### src/hdl/arw_pkg.sv
// Shared constants for the converter result back end.
// Assumes a 250 MHz system clock and a Wishbone slave register map.
package arw_pkg;

    // ************************************************************
    // Register byte addresses
    // ************************************************************
    localparam logic [7:0] ARW_OFF_CONTROL0  = 8'h00;
    localparam logic [7:0] ARW_OFF_ACC_CFG   = 8'h04;
    localparam logic [7:0] ARW_OFF_RES_HIGH  = 8'h08;
    localparam logic [7:0] ARW_OFF_RES_LOW   = 8'h0c;
    localparam logic [7:0] ARW_OFF_GT_HIGH   = 8'h10;
    localparam logic [7:0] ARW_OFF_GT_LOW    = 8'h14;
    localparam logic [7:0] ARW_OFF_LT_HIGH   = 8'h18;
    localparam logic [7:0] ARW_OFF_LT_LOW    = 8'h1c;

    // ************************************************************
    // Field positions
    // ************************************************************
    localparam int ARW_BIT_POWER_ON  = 7;
    localparam int ARW_BIT_BURST_ON  = 6;
    localparam int ARW_BIT_DONE_FLAG = 5;
    localparam int ARW_BIT_BUSY      = 4;
    localparam int ARW_BIT_WIN_FLAG  = 3;
    localparam int ARW_BIT_TWELVE    = 7;
    localparam int ARW_POS_JUSTIFY   = 3;
    localparam int ARW_POS_REPEAT    = 0;

    // ************************************************************
    // Reset values and encodings
    // ************************************************************
    localparam logic [7:0]  ARW_RST_CONTROL0 = 8'h00;
    localparam logic [7:0]  ARW_RST_ACC_CFG  = 8'h00;
    localparam logic [15:0] ARW_RST_GT       = 16'hffff;
    localparam logic [15:0] ARW_RST_LT       = 16'h0000;
    localparam logic [2:0]  ARW_JST_RIGHT    = 3'h0;
    localparam logic [2:0]  ARW_JST_LEFT     = 3'h4;
    localparam logic [2:0]  ARW_RPT_MAX_SEL  = 3'h5;
    localparam logic [6:0]  ARW_RPT_BASE     = 7'h04;
    localparam logic [6:0]  ARW_TWELVE_MIN   = 7'h04;

    // ************************************************************
    // Timing
    // ************************************************************
    localparam int ARW_CLK_MHZ       = 250;
    localparam int ARW_PWRUP_TIME_NS = 1000;
    localparam int ARW_PWRUP_CYCLES  = (ARW_PWRUP_TIME_NS * ARW_CLK_MHZ + 999) / 1000;

    typedef enum logic [1:0] {ARW_ST_IDLE, ARW_ST_PWRUP, ARW_ST_CONV} arw_state_e;

endpackage

### src/hdl/arw_accum.sv
// 16-bit accumulator summing raw 10-bit codes of one burst.
// Assumes add and clear come from logic on the same clock.
`timescale 1ns/1ps
module arw_accum (
    input  wire logic        clock_i,
    input  wire logic        rstn_i,
    input  wire logic        clear_i,
    input  wire logic        add_i,
    input  wire logic [9:0]  code_i,
    output logic      [15:0] sum_o
);
    logic [15:0] sum_ff;

    // ************************************************************
    // Accumulation
    // ************************************************************
    // 16-bit accumulator
    always_ff @(posedge clock_i or negedge rstn_i) begin
        if (!rstn_i) begin
            sum_ff <= 16'h0000;
        end else if (clear_i) begin
            sum_ff <= 16'h0000;
        end else if (add_i) begin
            sum_ff <= sum_ff + {6'h00, code_i};
        end
    end

    assign sum_o = sum_ff;
endmodule

### src/hdl/arw_window.sv
// Window comparator on the formatted 16-bit result word.
// Assumes the result and both limits are held steady in flip-flops.
`timescale 1ns/1ps
module arw_window (
    input  wire logic [15:0] result_i,
    input  wire logic [15:0] gt_limit_i,
    input  wire logic [15:0] lt_limit_i,
    output logic             match_o
);
    logic inside_mode;

    // ************************************************************
    // Compare
    // ************************************************************
    // Mode from limits
    assign inside_mode = gt_limit_i < lt_limit_i;

    always_comb begin
        if (inside_mode) begin
            match_o = (result_i > gt_limit_i) && (result_i < lt_limit_i);
        end else begin
            match_o = (result_i > gt_limit_i) || (result_i < lt_limit_i);
        end
    end
endmodule

### src/hdl/arw_adc_backend.sv
// Converter back end: burst sequencing, accumulation, formatting, window.
// Assumes a SAR core on the same clock and a classic Wishbone master.
`timescale 1ns/1ps

// How it works
// - Result bytes update once per burst, after its last conversion
// - Justify 000 right, 100 left
// - Single 10-bit code, full-scale 03ff/ffc0
// - Unused result bits read zero
// - Burst sum shown after last conversion
// - Repeat select 4 to 64 samples
// - Accumulation only with burst operation on
// - 16-bit accumulator, shift right 1-3
// - Power-up once per burst start
// - Window compares result against two limits
// - Window match sets polled/interrupt flag
// - Limit order picks inside or outside
// - Inside: strictly between both limits
// - Done flag per conversion or per burst
// - 12-bit burst sums four conversions unless repeat select sets more
module arw_adc_backend
    import arw_pkg::*;
(
    input  wire logic        clock_i,
    input  wire logic        rstn_i,
    input  wire logic        wb_cyc_i,
    input  wire logic        wb_stb_i,
    input  wire logic        wb_we_i,
    input  wire logic [7:0]  wb_adr_i,
    input  wire logic [3:0]  wb_sel_i,
    input  wire logic [31:0] wb_dat_i,
    output logic      [31:0] wb_dat_o,
    output logic             wb_ack_o,
    input  wire logic        conv_trigger_i,
    input  wire logic        core_done_i,
    input  wire logic [9:0]  core_code_i,
    output logic             core_power_o,
    output logic             core_start_o,
    output logic             core_twelve_bit_o,
    output logic             conversion_done_flag_o,
    output logic             window_compare_flag_o
);
    import arw_pkg::*;

    logic [7:0]  control0_ff;
    logic [7:0]  acc_cfg_ff;
    logic [15:0] result_ff;
    logic [15:0] gt_limit_ff;
    logic [15:0] lt_limit_ff;
    logic        done_flag_ff;
    logic        win_flag_ff;
    logic        ack_ff;
    logic [31:0] rdata_ff;
    arw_state_e  state_ff;
    logic [8:0]  pwr_cnt_ff;
    logic [6:0]  conv_cnt_ff;
    logic [6:0]  target_ff;
    logic        start_ff;
    logic        upd_ff;
    logic        eval_ff;
    logic        burst_on;
    logic        power_on;
    logic        twelve_bit;
    logic [2:0]  justify_sel;
    logic [2:0]  repeat_sel;
    logic        wr_en;
    logic        sw_start;
    logic        trigger;
    logic        last_done;
    logic        match;
    logic [15:0] sum;
    logic [15:0] nxt_result;
    logic [6:0]  nxt_target;

    assign burst_on    = control0_ff[ARW_BIT_BURST_ON];
    assign power_on    = control0_ff[ARW_BIT_POWER_ON];
    assign twelve_bit  = acc_cfg_ff[ARW_BIT_TWELVE];
    assign justify_sel = acc_cfg_ff[ARW_POS_JUSTIFY +: 3];
    assign repeat_sel  = acc_cfg_ff[ARW_POS_REPEAT +: 3];

    // ************************************************************
    // Wishbone slave
    // ************************************************************
    // One wait state; writes land on the edge that sees ack high
    assign wr_en = wb_cyc_i && wb_stb_i && ack_ff && wb_we_i && wb_sel_i[0];
    assign sw_start = wr_en && (wb_adr_i == ARW_OFF_CONTROL0) && wb_dat_i[ARW_BIT_BUSY];

    always_ff @(posedge clock_i or negedge rstn_i) begin
        if (!rstn_i) begin
            ack_ff <= 1'b0;
        end else begin
            ack_ff <= wb_cyc_i && wb_stb_i && !ack_ff;
        end
    end

    always_ff @(posedge clock_i or negedge rstn_i) begin
        if (!rstn_i) begin
            rdata_ff <= 32'h0000_0000;
        end else if (wb_cyc_i && wb_stb_i && !ack_ff) begin
            unique case (wb_adr_i)
                ARW_OFF_CONTROL0: rdata_ff <= {24'h000000, power_on, burst_on,
                                               done_flag_ff, state_ff != ARW_ST_IDLE,
                                               win_flag_ff, 3'h0};
                ARW_OFF_ACC_CFG:  rdata_ff <= {24'h000000, acc_cfg_ff};
                ARW_OFF_RES_HIGH: rdata_ff <= {24'h000000, result_ff[15:8]};
                ARW_OFF_RES_LOW:  rdata_ff <= {24'h000000, result_ff[7:0]};
                ARW_OFF_GT_HIGH:  rdata_ff <= {24'h000000, gt_limit_ff[15:8]};
                ARW_OFF_GT_LOW:   rdata_ff <= {24'h000000, gt_limit_ff[7:0]};
                ARW_OFF_LT_HIGH:  rdata_ff <= {24'h000000, lt_limit_ff[15:8]};
                ARW_OFF_LT_LOW:   rdata_ff <= {24'h000000, lt_limit_ff[7:0]};
                default:          rdata_ff <= 32'h0000_0000;
            endcase
        end
    end

    always_ff @(posedge clock_i or negedge rstn_i) begin
        if (!rstn_i) begin
            control0_ff <= ARW_RST_CONTROL0;
            acc_cfg_ff  <= ARW_RST_ACC_CFG;
            gt_limit_ff <= ARW_RST_GT;
            lt_limit_ff <= ARW_RST_LT;
        end else if (wr_en) begin
            unique case (wb_adr_i)
                ARW_OFF_CONTROL0: control0_ff <= wb_dat_i[7:0];
                ARW_OFF_ACC_CFG:  acc_cfg_ff  <= wb_dat_i[7:0];
                ARW_OFF_GT_HIGH:  gt_limit_ff[15:8] <= wb_dat_i[7:0];
                ARW_OFF_GT_LOW:   gt_limit_ff[7:0]  <= wb_dat_i[7:0];
                ARW_OFF_LT_HIGH:  lt_limit_ff[15:8] <= wb_dat_i[7:0];
                ARW_OFF_LT_LOW:   lt_limit_ff[7:0]  <= wb_dat_i[7:0];
                default:          control0_ff <= control0_ff;
            endcase
        end
    end

    assign wb_ack_o = ack_ff;
    assign wb_dat_o = rdata_ff;

    // ************************************************************
    // Conversion sequencer
    // ************************************************************
    // Triggers during a busy burst are dropped, as the core cannot queue them
    assign trigger   = (conv_trigger_i || sw_start) && (power_on || burst_on);
    assign last_done = (state_ff == ARW_ST_CONV) && core_done_i && (conv_cnt_ff == target_ff - 7'h01);

    always_comb begin
        if (!burst_on) begin
            nxt_target = 7'h01;
        end else if (repeat_sel != 3'h0) begin
            nxt_target = ARW_RPT_BASE << ((repeat_sel > ARW_RPT_MAX_SEL ?
                          ARW_RPT_MAX_SEL : repeat_sel) - 3'h1);
        end else if (twelve_bit) begin
            nxt_target = ARW_TWELVE_MIN;
        end else begin
            nxt_target = 7'h01;
        end
    end

    always_ff @(posedge clock_i or negedge rstn_i) begin
        if (!rstn_i) begin
            state_ff    <= ARW_ST_IDLE;
            pwr_cnt_ff  <= 9'h000;
            conv_cnt_ff <= 7'h00;
            target_ff   <= 7'h01;
            start_ff    <= 1'b0;
        end else begin
            start_ff <= 1'b0;
            unique case (state_ff)
                ARW_ST_IDLE: begin
                    conv_cnt_ff <= 7'h00;
                    if (trigger) begin
                        target_ff <= nxt_target;
                        if (burst_on && !power_on) begin
                            state_ff   <= ARW_ST_PWRUP;
                            pwr_cnt_ff <= 9'(ARW_PWRUP_CYCLES - 1);
                        end else begin
                            state_ff <= ARW_ST_CONV;
                            start_ff <= 1'b1;
                        end
                    end
                end
                ARW_ST_PWRUP: begin
                    if (pwr_cnt_ff == 9'h000) begin
                        state_ff <= ARW_ST_CONV;
                        start_ff <= 1'b1;
                    end else begin
                        pwr_cnt_ff <= pwr_cnt_ff - 9'h001;
                    end
                end
                ARW_ST_CONV: begin
                    if (core_done_i) begin
                        conv_cnt_ff <= conv_cnt_ff + 7'h01;
                        if (last_done) begin
                            state_ff <= ARW_ST_IDLE;
                        end else begin
                            start_ff <= 1'b1;
                        end
                    end
                end
            endcase
        end
    end

    assign core_start_o      = start_ff;
    assign core_power_o      = power_on || (state_ff != ARW_ST_IDLE);
    assign core_twelve_bit_o = twelve_bit;

    arw_accum u_accum (
        .clock_i (clock_i),
        .rstn_i  (rstn_i),
        .clear_i (start_ff && conv_cnt_ff == 7'h00),
        .add_i   ((state_ff == ARW_ST_CONV) && core_done_i),
        .code_i  (core_code_i),
        .sum_o   (sum)
    );

    // ************************************************************
    // Result formatting
    // ************************************************************
    always_comb begin
        if (justify_sel[2]) begin
            nxt_result = {sum[9:0], 6'h00};
        end else begin
            nxt_result = sum >> justify_sel[1:0];
        end
    end

    // Result is taken the cycle after the last add so the sum is complete
    always_ff @(posedge clock_i or negedge rstn_i) begin
        if (!rstn_i) begin
            upd_ff    <= 1'b0;
            eval_ff   <= 1'b0;
            result_ff <= 16'h0000;
        end else begin
            upd_ff  <= last_done;
            eval_ff <= upd_ff;
            if (upd_ff) begin
                result_ff <= nxt_result;
            end
        end
    end

    arw_window u_window (
        .result_i   (result_ff),
        .gt_limit_i (gt_limit_ff),
        .lt_limit_i (lt_limit_ff),
        .match_o    (match)
    );

    // ************************************************************
    // Status flags
    // ************************************************************
    // Hardware set wins over a software clear in the same cycle
    always_ff @(posedge clock_i or negedge rstn_i) begin
        if (!rstn_i) begin
            done_flag_ff <= 1'b0;
            win_flag_ff  <= 1'b0;
        end else begin
            if (upd_ff) begin
                done_flag_ff <= 1'b1;
            end else if (wr_en && wb_adr_i == ARW_OFF_CONTROL0) begin
                done_flag_ff <= wb_dat_i[ARW_BIT_DONE_FLAG];
            end
            if (eval_ff && match) begin
                win_flag_ff <= 1'b1;
            end else if (wr_en && wb_adr_i == ARW_OFF_CONTROL0) begin
                win_flag_ff <= wb_dat_i[ARW_BIT_WIN_FLAG];
            end
        end
    end

    assign conversion_done_flag_o = done_flag_ff;
    assign window_compare_flag_o  = win_flag_ff;
endmodule

### config.mk
export PLATFORM = sky130hd
export DESIGN_NAME = arw_adc_backend
export DESIGN_NICKNAME = d
export VERILOG_FILES = /design/src/hdl/arw_pkg.sv /design/src/hdl/arw_accum.sv /design/src/hdl/arw_window.sv /design/src/hdl/arw_adc_backend.sv
export SDC_FILE = /design/constraint.sdc
export NUM_CORES = 1
export LEC_CHECK = 0
export BUFFER_PORTS_ARGS = -buffer_cell sky130_fd_sc_hd__buf_2
export CAP_MARGIN = 10
export CORE_MARGIN = 4
export CORE_UTILIZATION = 25
export DETAILED_ROUTE_END_ITERATION = 8
export RECOVER_POWER = 100
export SLEW_MARGIN = 20
export SYNTH_ARGS = -nofsm -noshare
export SYNTH_HDL_FRONTEND = slang
export SYNTH_HIERARCHICAL = 1
export SYNTH_SLANG_ARGS = --single-unit
### constraint.sdc
create_clock -name clock_i -period 2.1 [get_ports clock_i]
set_input_delay 0.315 -clock clock_i [delete_from_list [all_inputs] [get_ports clock_i]]
set_output_delay 0.315 -clock clock_i [all_outputs]
set_load 0.01 [all_outputs]
==> impl_metrics.prom, run 1 <==
# TYPE chip_impl_metric gauge
chip_impl_metric{name="worstPathArrival",unit="ns"} 2.42
chip_impl_metric{name="post_synth_instance_area",unit="mm²"} 0.00764
chip_impl_metric{name="post-route-cell-area",unit="mm²"} 0.00961
chip_impl_metric{name="clkSlewWorstSetupHoldPaths",unit="ns"} 0.08
chip_impl_info{name="tritoncts",value="yes"} 1
chip_impl_metric{name="sum_of_routed_wire_length_over_all_layers",unit="µm"} 21800
chip_impl_metric{name="clock_buffer_count_from_cts",unit=""} 9
chip_impl_metric{name="synth_adder_area_share",unit="%"} 10.7
chip_impl_metric{name="timing.critical_path.fanout_max",unit=""} 3
chip_impl_metric{name="layout.nets",unit=""} 1075
chip_impl_metric{name="synth.top_cell.area_share",unit="%"} 31.1
chip_impl_metric{name="timing.reg2reg.setup_slack",unit="ns"} -0.07
chip_impl_metric{name="synth.yosys.warnings",unit=""} 6
chip_impl_metric{name="worst-r2r-cell-count",unit=""} 9
chip_impl_metric{name="layout-drive-gt1-share",unit="%"} 29.1
chip_impl_metric{name="firstDrtPassIters",unit=""} 5
chip_impl_metric{name="power.density_cell_area",unit="mW/mm²"} 929
chip_impl_info{name="worstHoldPathType",value="in2reg"} 1
chip_impl_info{name="yosys-top-cells-count",value="dfrtp_1 (95), ha_1 (63), inv_1 (57), nor2_1 (57), nand2_1 (55)"} 1
chip_impl_metric{name="yosys.cell_types.count",unit=""} 81
chip_impl_info{name="critical-path-slowest-cell",value="dfrtp_2"} 1
chip_impl_metric{name="max_slew.worst_pin.slew",unit="ns"} 1.08
chip_impl_metric{name="core_region_area",unit="mm²"} 0.0299
chip_impl_info{name="worst_hold_startpoint",value="wb_dat_i[0]"} 1
chip_impl_metric{name="routedWlPerCell",unit="µm"} 16.2
chip_impl_metric{name="finalCoreUtilization",unit="%"} 32.2
chip_impl_info{name="r2r_start",value="result_ff[14]$_DFFE_PN0P_"} 1
chip_impl_metric{name="ant_nets",unit=""} 0
chip_impl_metric{name="setup_slack",unit="ns"} -0.0680
chip_impl_metric{name="die_width",unit="µm"} 183
chip_impl_metric{name="cellLeakagePower",unit="nW"} 4.19
chip_impl_metric{name="floorplan.initialDensity",unit="%"} 25.6
chip_impl_metric{name="grt_overflow_total",unit=""} 0
chip_impl_metric{name="cp_slowest_stage_delay",unit="ns"} 0.43
chip_impl_info{name="worst_r2r_endpoint",value="window_compare_flag_o$_DFFE_PN0P_"} 1
chip_impl_metric{name="grt_start_max_net_pins",unit=""} 47
chip_impl_metric{name="synth-async-reset-ratio",unit="%"} 100
chip_impl_metric{name="xor_xnor_fraction_of_synth_area",unit="%"} 1.84
chip_impl_metric{name="fin_crit_sh",unit="%"} 103
chip_impl_info{name="crit_path_category",value="reg2reg"} 1
chip_impl_metric{name="final.setup_skew",unit="ns"} 0.00959
chip_impl_metric{name="insertedDiodeCount",unit=""} 0
chip_impl_info{name="min_delay_worst_endpoint",value="lt_limit_ff[8]$_DFFE_PN0P_"} 1
chip_impl_metric{name="synth-compound-area-share",unit="%"} 15.7
chip_impl_metric{name="drt_iter0_drc",unit=""} 513
chip_impl_info{name="clock_tree.root_cell",value="clkbuf_16"} 1
chip_impl_metric{name="remaining_drc_errors",unit=""} 0
chip_impl_metric{name="worst_slew_margin_rel",unit="%"} 28.1
chip_impl_metric{name="area_growth_syn_to_layout",unit="%"} 25.9
chip_impl_metric{name="synthesis.area_per_instance",unit="µm²"} 9.63
chip_impl_metric{name="setup_violations",unit=""} 4
chip_impl_info{name="synthMostInstantiatedCell",value="dfrtp_1"} 1
chip_impl_metric{name="number_of_flops_mapped_to_enable_cells_by_yosys",unit=""} 0
chip_impl_metric{name="place.gp.congestion",unit=""} 0.954
chip_impl_metric{name="slew_violations",unit=""} 0
chip_impl_metric{name="required",unit="ns"} 2.35
chip_impl_metric{name="number_of_cells_in_the_finished_layout_apart_from_fillers",unit=""} 1345
chip_impl_metric{name="synthesis.instances",unit=""} 793
chip_impl_metric{name="cts.path.max_buffers",unit=""} 2
chip_impl_metric{name="hold_violations",unit=""} 0
chip_impl_metric{name="global_route_wire_length_before_repair",unit="µm"} 34100
chip_impl_info{name="netlist.top_cell.by_area",value="dfrtp_1"} 1
chip_impl_metric{name="min_path_cells",unit=""} 2
chip_impl_metric{name="finalCriticalPeriod",unit="ns"} 2.17
chip_impl_metric{name="die_area",unit="mm²"} 0.0334
chip_impl_metric{name="peakVddDrop",unit="mV"} 0.499
chip_impl_metric{name="grt_antenna_before_repair",unit=""} 0
chip_impl_info{name="primary_ff_master_synth",value="dfrtp_1"} 1
chip_impl_metric{name="yosysSeqAreaShare",unit="%"} 37.0
chip_impl_info{name="cp-start-kind",value="register"} 1
chip_impl_metric{name="die_y",unit="µm"} 183
chip_impl_metric{name="simple_gate_fraction_of_synth_area",unit="%"} 14.6
chip_impl_info{name="run_status",value="complete, but fails checks"} 1
chip_impl_metric{name="multiplexer_fraction_of_the_synthesized_cell_area",unit="%"} 13.6
chip_impl_metric{name="num_vias",unit=""} 6504
chip_impl_metric{name="maxCapViolations",unit=""} 0
chip_impl_metric{name="fmaxAchievable",unit="MHz"} 461
chip_impl_metric{name="via_count_of_the_first_global_routing_pass",unit=""} 6275
chip_impl_info{name="grt_setup_unrepaired",value="yes"} 1
chip_impl_metric{name="clock_insertion_delay_at_the_later_pin_of_the_skew_report",unit="ns"} 0.36
chip_impl_metric{name="clock_tree.htree_level_count",unit=""} 3
chip_impl_metric{name="row_count",unit=""} 63
chip_impl_metric{name="detail_route.vias_per_cell",unit=""} 4.84
chip_impl_metric{name="globalRouteTotalUtil",unit="%"} 12.7
chip_impl_metric{name="numClockSinks",unit=""} 112
chip_impl_metric{name="post-place-cells",unit=""} 1309
chip_impl_info{name="crit_chain",value="buf_4 > ha_1 > nand4_1 > buf_4 > nor4_4 > a22oi_2 > maj3_2 > nand2_1 > nand2_1"} 1
chip_impl_metric{name="detailedPlacementHpwl",unit="µm"} 16500
chip_impl_metric{name="ioPinCount",unit=""} 99
chip_impl_metric{name="ys_seq_elements",unit=""} 112
chip_impl_metric{name="filler_cell_count",unit=""} 3133
chip_impl_info{name="synth_top_family_by_area",value="compound AO/OA/AOI/OAI gates"} 1
chip_impl_info{name="violations",value="negative setup slack"} 1
chip_impl_info{name="netlist_top_cells_area",value="dfrtp_1 (31%), ha_1 (10%), mux2i_1 (6.9%), mux2_2 (6.3%), dfstp_2 (5.8%)"} 1
chip_impl_metric{name="placement.io_buffers",unit=""} 47
chip_impl_info{name="critPathCaptureType",value="register"} 1
chip_impl_metric{name="dpl-instance-area",unit="mm²"} 0.00899
-- cells by family (layout without fill, tap and decap cells) --
group,Yosys count,in the layout
buffers and inverters,105,244
multiplexers,98,98
XOR/XNOR,16,16
other,1,24
AND/OR/NAND/NOR,217,217
flip-flops,112,112
AO/OA/AOI/OAI,179,179
adder cells (fa/ha/maj),65,65
-- report_power, final --
part	switching (mW)	leakage [nW]	internal [mW]
registers	0.399	1.41	2.52
logic	1.99	2.61	2.00
clock network	0.818	0.170	1.20
total	3.21	4.19	5.72
-- critical path, delay by kind of cell, from the launching register on --
kind	cells	cell delay (ns)
buffers and inverters	2	0.36
DFF	1	0.43
adders and majority gates	2	0.65
AOI/OAI and AO/OA	1	0.14
and+or+nand+nor	4	0.48
-- layout by cell type (no fill, tap or decap), types with 9 or more instances in the layout --
cell       count
o21ai_0       29
mux2_2        42
a21oi_1       43
nand3_1       11
conb_1        24
xnor2_1       12
buf_4        102
clkbuf_16      9
buf_2         32
nor2_1        58
inv_2          9
a21o_1        13
a211oi_1      12
clkbuf_1      21
dfstp_2       16
ha_1          52
clkbuf_2      10
nand4_1       12
o22ai_1       16
nand2_1       55
ha_4           9
dfrtp_1       90
mux2i_1       53
inv_1         50
nor3_1        11
nor2b_1       12
nand2b_1      11
-- sequential cells by signal, indices dropped and copies added, names as in the netlist, 2 cells and up --
register       cells
result_ff         16
pwr_cnt_ff         9
u_accum/sum_o     16
control0_ff        2
target_ff          6
gt_limit_ff       16
wb_dat_o           8
lt_limit_ff       16
acc_cfg_ff         8
state_ff           2
conv_cnt_ff        7
-- metal layers --
metal	routed length, µm	global-route usage, %
met5	0	0
met4	323	3.16
met3	947	2.06
met2	9570	19.2
met1	10900	19.1
-- per-stage QoR --
| step | setup WS, ns | total power [mW] | TNS (ns) | hold slack [ns] |
|---|---|---|---|---|
| after global routing | -0.178 | 9.62 | -1.61 | 0.283 |
| after detailed placement | -0.206 | 6.59 | -0.729 | 0.343 |
| after global placement | -0.195 | 6.49 | -0.622 | 0.341 |
| after floorplan | -0.0497 | 5.14 | -0.0735 | 0.0194 |
| final | -0.0680 | 8.93 | -0.156 | 0.279 |
| after CTS | -0.0107 | 8.80 | -0.0178 | 0.262 |
-- what timing repair did --
item / 4_1_cts / 5_1_grt
buffers inserted: 4 / 15
gates resized for setup: 19 / 33
hold buffers: 1 / 0
pin swaps: 7 / 19
endpoints found under the setup margin: 6 / 18
endpoints found under the hold margin: 24 / 0
-- area by class of cell --
class                   instances  area [µm²]  share of cell area, %
repair buffers                169        1110                   11.6
flip-flops and latches        112        2830                   29.4
clock inverters                 5         104                   1.08
well taps                     390         488                   5.08
inverters                      59         221                   2.30
multi-input cells             599        4620                   48.0
clock buffers                  11         243                   2.53
-- how the worst max path moves through the flow --
stage,startpoint,end
after floorplan,wb_adr_i[4],state_ff[1]$_DFFE_PN0P_
after global placement,wb_adr_i[2],state_ff[1]$_DFFE_PN0P_
after detailed placement,wb_adr_i[2],state_ff[1]$_DFFE_PN0P_
after CTS,gt_limit_ff[5]$_DFFE_PN1P_,window_compare_flag_o$_DFFE_PN0P_
after global routing,gt_limit_ff[13]$_DFFE_PN1P_,window_compare_flag_o$_DFFE_PN0P_
final,result_ff[14]$_DFFE_PN0P_,window_compare_flag_o$_DFFE_PN0P_
Power figures use the tool's default switching activity.
==> run 2: changes to the inputs <==
--- a/config.mk
+++ b/config.mk
@@ -5,6 +5,7 @@
 export SDC_FILE = /design/constraint.sdc
 export NUM_CORES = 1
 export LEC_CHECK = 0
+export ABC_AREA = 1
 export BUFFER_PORTS_ARGS = -buffer_cell sky130_fd_sc_hd__buf_2
 export CAP_MARGIN = 10
 export CORE_MARGIN = 4
==> run 2 against run 1 <==
  * The flow now finishes without violations
  * Fmax increased by 6.7%
  * Hold slack improved by 0.067 ns
  * Sequential share of layout area increased by 2.6 points
  * Power decreased by 30%
  * Global-route usage decreased by 0.16 points
  * Register-to-register slack improved by 0.14 ns
  * Largest cell class unchanged
==> impl_metrics.prom, run 2 <==
# TYPE chip_impl_metric gauge
chip_impl_metric{name="setup_violations",unit=""} 0
chip_impl_info{name="min_delay_worst_endpoint",value="u_accum/sum_o[0]$_DFFE_PN0P_"} 1
chip_impl_metric{name="post_synth_instance_area",unit="mm²"} 0.00782
chip_impl_metric{name="maxCapViolations",unit=""} 0
chip_impl_metric{name="detail_route.vias_per_cell",unit=""} 4.49
chip_impl_metric{name="firstDrtPassIters",unit=""} 5
chip_impl_metric{name="routedWlPerCell",unit="µm"} 13.9
chip_impl_metric{name="layout-drive-gt1-share",unit="%"} 11.7
chip_impl_metric{name="clock_tree.htree_level_count",unit=""} 3
chip_impl_info{name="critPathCaptureType",value="register"} 1
chip_impl_metric{name="placement.io_buffers",unit=""} 47
chip_impl_metric{name="multi_input_area",unit="mm²"} 0.00427
chip_impl_metric{name="worst_slew_margin_rel",unit="%"} 25.1
chip_impl_metric{name="post-route-cell-area",unit="mm²"} 0.00883
chip_impl_metric{name="hold_violations",unit=""} 0
chip_impl_metric{name="clock_insertion_delay_at_the_later_pin_of_the_skew_report",unit="ns"} 0.35
chip_impl_metric{name="peakVddDrop",unit="mV"} 0.406
chip_impl_metric{name="global_route_wire_length_before_repair",unit="µm"} 34700
chip_impl_metric{name="yosys.cell_types.count",unit=""} 44
chip_impl_metric{name="floorplan.initialDensity",unit="%"} 25.4
chip_impl_info{name="crit_path_category",value="reg2reg"} 1
chip_impl_metric{name="globalRouteTotalUtil",unit="%"} 12.6
chip_impl_info{name="synthMostInstantiatedCell",value="nand2_1"} 1
chip_impl_metric{name="ioPinCount",unit=""} 99
chip_impl_metric{name="grt_overflow_total",unit=""} 0
chip_impl_metric{name="grt_start_max_net_pins",unit=""} 50
chip_impl_info{name="primary_ff_master_synth",value="dfrtp_1"} 1
chip_impl_metric{name="fmaxAchievable",unit="MHz"} 492
chip_impl_metric{name="synth_adder_area_share",unit="%"} 10.3
chip_impl_info{name="worst_hold_startpoint",value="core_code_i[0]"} 1
chip_impl_metric{name="xor_xnor_fraction_of_synth_area",unit="%"} 1.46
chip_impl_info{name="cp_common_cell",value="nand2_1"} 1
chip_impl_metric{name="required",unit="ns"} 2.33
chip_impl_metric{name="max_slew.worst_pin.slew",unit="ns"} 1.12
chip_impl_metric{name="place.gp.congestion",unit=""} 0.888
chip_impl_info{name="r2r_start",value="gt_limit_ff[4]$_DFFE_PN1P_"} 1
chip_impl_info{name="synth_top_family_by_area",value="simple AND/OR/NAND/NOR gates"} 1
chip_impl_info{name="most_common_cell_after_layout_fill_and_taps_aside",value="nand2_1"} 1
chip_impl_metric{name="worst_hold_slack",unit="ns"} 0.346
chip_impl_metric{name="drt_iter0_drc",unit=""} 490
chip_impl_metric{name="yosysSeqAreaShare",unit="%"} 36.1
chip_impl_metric{name="power.density_cell_area",unit="mW/mm²"} 710
chip_impl_metric{name="synth.yosys.warnings",unit=""} 6
chip_impl_metric{name="cp_slowest_stage_delay",unit="ns"} 0.57
chip_impl_info{name="clock_tree.root_cell",value="clkbuf_16"} 1
chip_impl_metric{name="final.setup_skew",unit="ns"} 0.0102
chip_impl_metric{name="sum_of_routed_wire_length_over_all_layers",unit="µm"} 21500
chip_impl_metric{name="num_vias",unit=""} 6953
chip_impl_info{name="critical-path-slowest-cell",value="dfstp_2"} 1
chip_impl_metric{name="filler_cell_count",unit=""} 3399
chip_impl_metric{name="cellLeakagePower",unit="nW"} 4.42
chip_impl_info{name="grt_setup_unrepaired",value="yes"} 1
chip_impl_metric{name="detailedPlacementHpwl",unit="µm"} 16900
chip_impl_metric{name="synth-compound-area-share",unit="%"} 13.4
chip_impl_info{name="crit_chain",value="inv_1 > ha_1 > nand2_1 > nor2_2 > nand4_1 > nor2_2 > inv_1 > nand2_1 > nand2_1 > nand2_1 > nand2_1 > a22oi_1 > o21ai_1"} 1
chip_impl_metric{name="timing.critical_path.fanout_max",unit=""} 3
chip_impl_metric{name="row_count",unit=""} 64
chip_impl_info{name="cp-start-kind",value="register"} 1
chip_impl_metric{name="ff_latch_area",unit="mm²"} 0.00282
chip_impl_info{name="run_status",value="complete, no violations"} 1
chip_impl_metric{name="simple_gate_fraction_of_synth_area",unit="%"} 28.4
chip_impl_metric{name="dpl-instance-area",unit="mm²"} 0.00857
chip_impl_metric{name="core_region_area",unit="mm²"} 0.0307
chip_impl_info{name="yosys-top-cells-count",value="nand2_1 (334), inv_1 (129), dfrtp_1 (95)"} 1
chip_impl_info{name="worstHoldPathType",value="in2reg"} 1
chip_impl_metric{name="clkSlewWorstSetupHoldPaths",unit="ns"} 0.07
chip_impl_metric{name="worst-r2r-cell-count",unit=""} 13
chip_impl_metric{name="clock_buffer_count_from_cts",unit=""} 9
chip_impl_metric{name="worstPathArrival",unit="ns"} 2.26
chip_impl_info{name="netlist.top_cell.by_area",value="dfrtp_1"} 1
chip_impl_metric{name="number_of_cells_in_the_finished_layout_apart_from_fillers",unit=""} 1547
chip_impl_metric{name="min_path_cells",unit=""} 3
chip_impl_metric{name="slew_violations",unit=""} 0
chip_impl_metric{name="die_y",unit="µm"} 185
chip_impl_metric{name="multiplexer_fraction_of_the_synthesized_cell_area",unit="%"} 0.128
chip_impl_info{name="tritoncts",value="yes"} 1
chip_impl_metric{name="synthesis.area_per_instance",unit="µm²"} 7.27
chip_impl_metric{name="worstPathBufferInverterCount",unit=""} 2
chip_impl_metric{name="post-place-cells",unit=""} 1522
chip_impl_metric{name="cts.path.max_buffers",unit=""} 2
chip_impl_metric{name="area_growth_syn_to_layout",unit="%"} 12.8
chip_impl_metric{name="number_of_flops_mapped_to_enable_cells_by_yosys",unit=""} 0
chip_impl_metric{name="ant_nets",unit=""} 0
chip_impl_metric{name="grt_antenna_before_repair",unit=""} 0
chip_impl_metric{name="die_width",unit="µm"} 185
chip_impl_info{name="worst_r2r_endpoint",value="window_compare_flag_o$_DFFE_PN0P_"} 1
chip_impl_metric{name="fin_crit_sh",unit="%"} 96.8
chip_impl_metric{name="insertedDiodeCount",unit=""} 0
chip_impl_metric{name="numClockSinks",unit=""} 112
chip_impl_metric{name="ys_seq_elements",unit=""} 112
chip_impl_info{name="critPathTopFamily",value="simple AND/OR/NAND/NOR gates"} 1
chip_impl_metric{name="synth-async-reset-ratio",unit="%"} 100
chip_impl_metric{name="finalCriticalPeriod",unit="ns"} 2.03
chip_impl_metric{name="layout.nets",unit=""} 1271
chip_impl_metric{name="synthesis.instances",unit=""} 1076
chip_impl_metric{name="remaining_drc_errors",unit=""} 0
chip_impl_info{name="mostFrequentLayoutCells",value="nand2_1 (335), inv_1 (128), dfrtp_1 (95)"} 1
chip_impl_metric{name="timing.reg2reg.setup_slack",unit="ns"} 0.07
chip_impl_metric{name="via_count_of_the_first_global_routing_pass",unit=""} 6556
chip_impl_metric{name="finalCoreUtilization",unit="%"} 28.7
chip_impl_metric{name="synth.top_cell.area_share",unit="%"} 30.4
chip_impl_info{name="netlist_top_cells_area",value="dfrtp_1 (30%), nand2_1 (16%), ha_1 (10%), inv_1 (6.2%), dfstp_2 (5.7%)"} 1
chip_impl_metric{name="setup_tns",unit="ns"} 0
chip_impl_metric{name="die_area",unit="mm²"} 0.0342
[run 2: worst max-delay path by stage]
| stage | slack (ns) | to | from | depth (start not counted) |
|---|---|---|---|---|
| floorplan | 0.31 | window_compare_flag_o$_DFFE_PN0P_ | gt_limit_ff[11]$_DFFE_PN1P_ | 12 |
| global placement | 0.08 | window_compare_flag_o$_DFFE_PN0P_ | gt_limit_ff[7]$_DFFE_PN1P_ | 13 |
| detailed placement | 0.07 | window_compare_flag_o$_DFFE_PN0P_ | gt_limit_ff[7]$_DFFE_PN1P_ | 13 |
| CTS | 0.06 | window_compare_flag_o$_DFFE_PN0P_ | gt_limit_ff[6]$_DFFE_PN1P_ | 13 |
| global route | -0.05 | window_compare_flag_o$_DFFE_PN0P_ | gt_limit_ff[4]$_DFFE_PN1P_ | 13 |
| finish | 0.07 | window_compare_flag_o$_DFFE_PN0P_ | gt_limit_ff[4]$_DFFE_PN1P_ | 13 |
[run 2: worst register-to-register path, cell delays in order (launching register included)]
cell and delay (ns):
dfstp_2 0.57, inv_1 0.06, ha_1 0.27, nand2_1 0.06
nor2_2 0.12, nand4_1 0.16, nor2_2 0.16, inv_1 0.05
nand2_1 0.06, nand2_1 0.05, nand2_1 0.05, nand2_1 0.06
a22oi_1 0.17, o21ai_1 0.08
[run 2: area by class of cell]
cell class | count | area share (%)
multi-input combinational | 806 | 48.4
timing repair buffer | 79 | 4.98
clock buffer | 12 | 2.79
inverter | 138 | 5.87
sequential | 112 | 32.0
tap | 396 | 5.61
clock inverter | 4 | 0.340
[run 2: timing repair]
item,in CTS,in global routing
endpoints found under the hold margin,16,0
hold buffers,1,0
buffers inserted,0,8
gates resized for setup,0,9
setup endpoints to repair,0,1
[run 2: power breakdown]
part           internal [mW]  total (mW)  switching (mW)
Clock                  0.845        1.66           0.812
Sequential              2.38        2.66           0.285
Combinational          0.712        1.95            1.24
Total                   3.93        6.27            2.34
[run 2: layer usage]
| layer | GRT usage, % | part of all wire, % | routed length [µm] |
|---|---|---|---|
| met1 | 17.1 | 46 | 9850 |
| met2 | 20.9 | 49 | 10500 |
| met3 | 1.87 | 3.8 | 821 |
| met4 | 3.38 | 1.7 | 363 |
| met5 | 0 | 0 | 0 |
[run 2: stage by stage]
stage	power [mW]	setup WS, ns
global route	6.73	-0.0482
detailed placement	4.71	0.0696
finish	6.27	0.0681
floorplan	4.14	0.306
global placement	4.66	0.0772
CTS	6.39	0.0579
[run 2: cells by family (layout without fill, tap and decap cells)]
kind of cell,count (synthesis),in the layout
and+or+nand+nor,522,522
AOI/OAI and AO/OA,182,182
buffers and inverters,181,233
DFF,112,112
adders and majority gates,64,64
xor gates and xnor gates,13,13
other,1,24
muxes,1,1
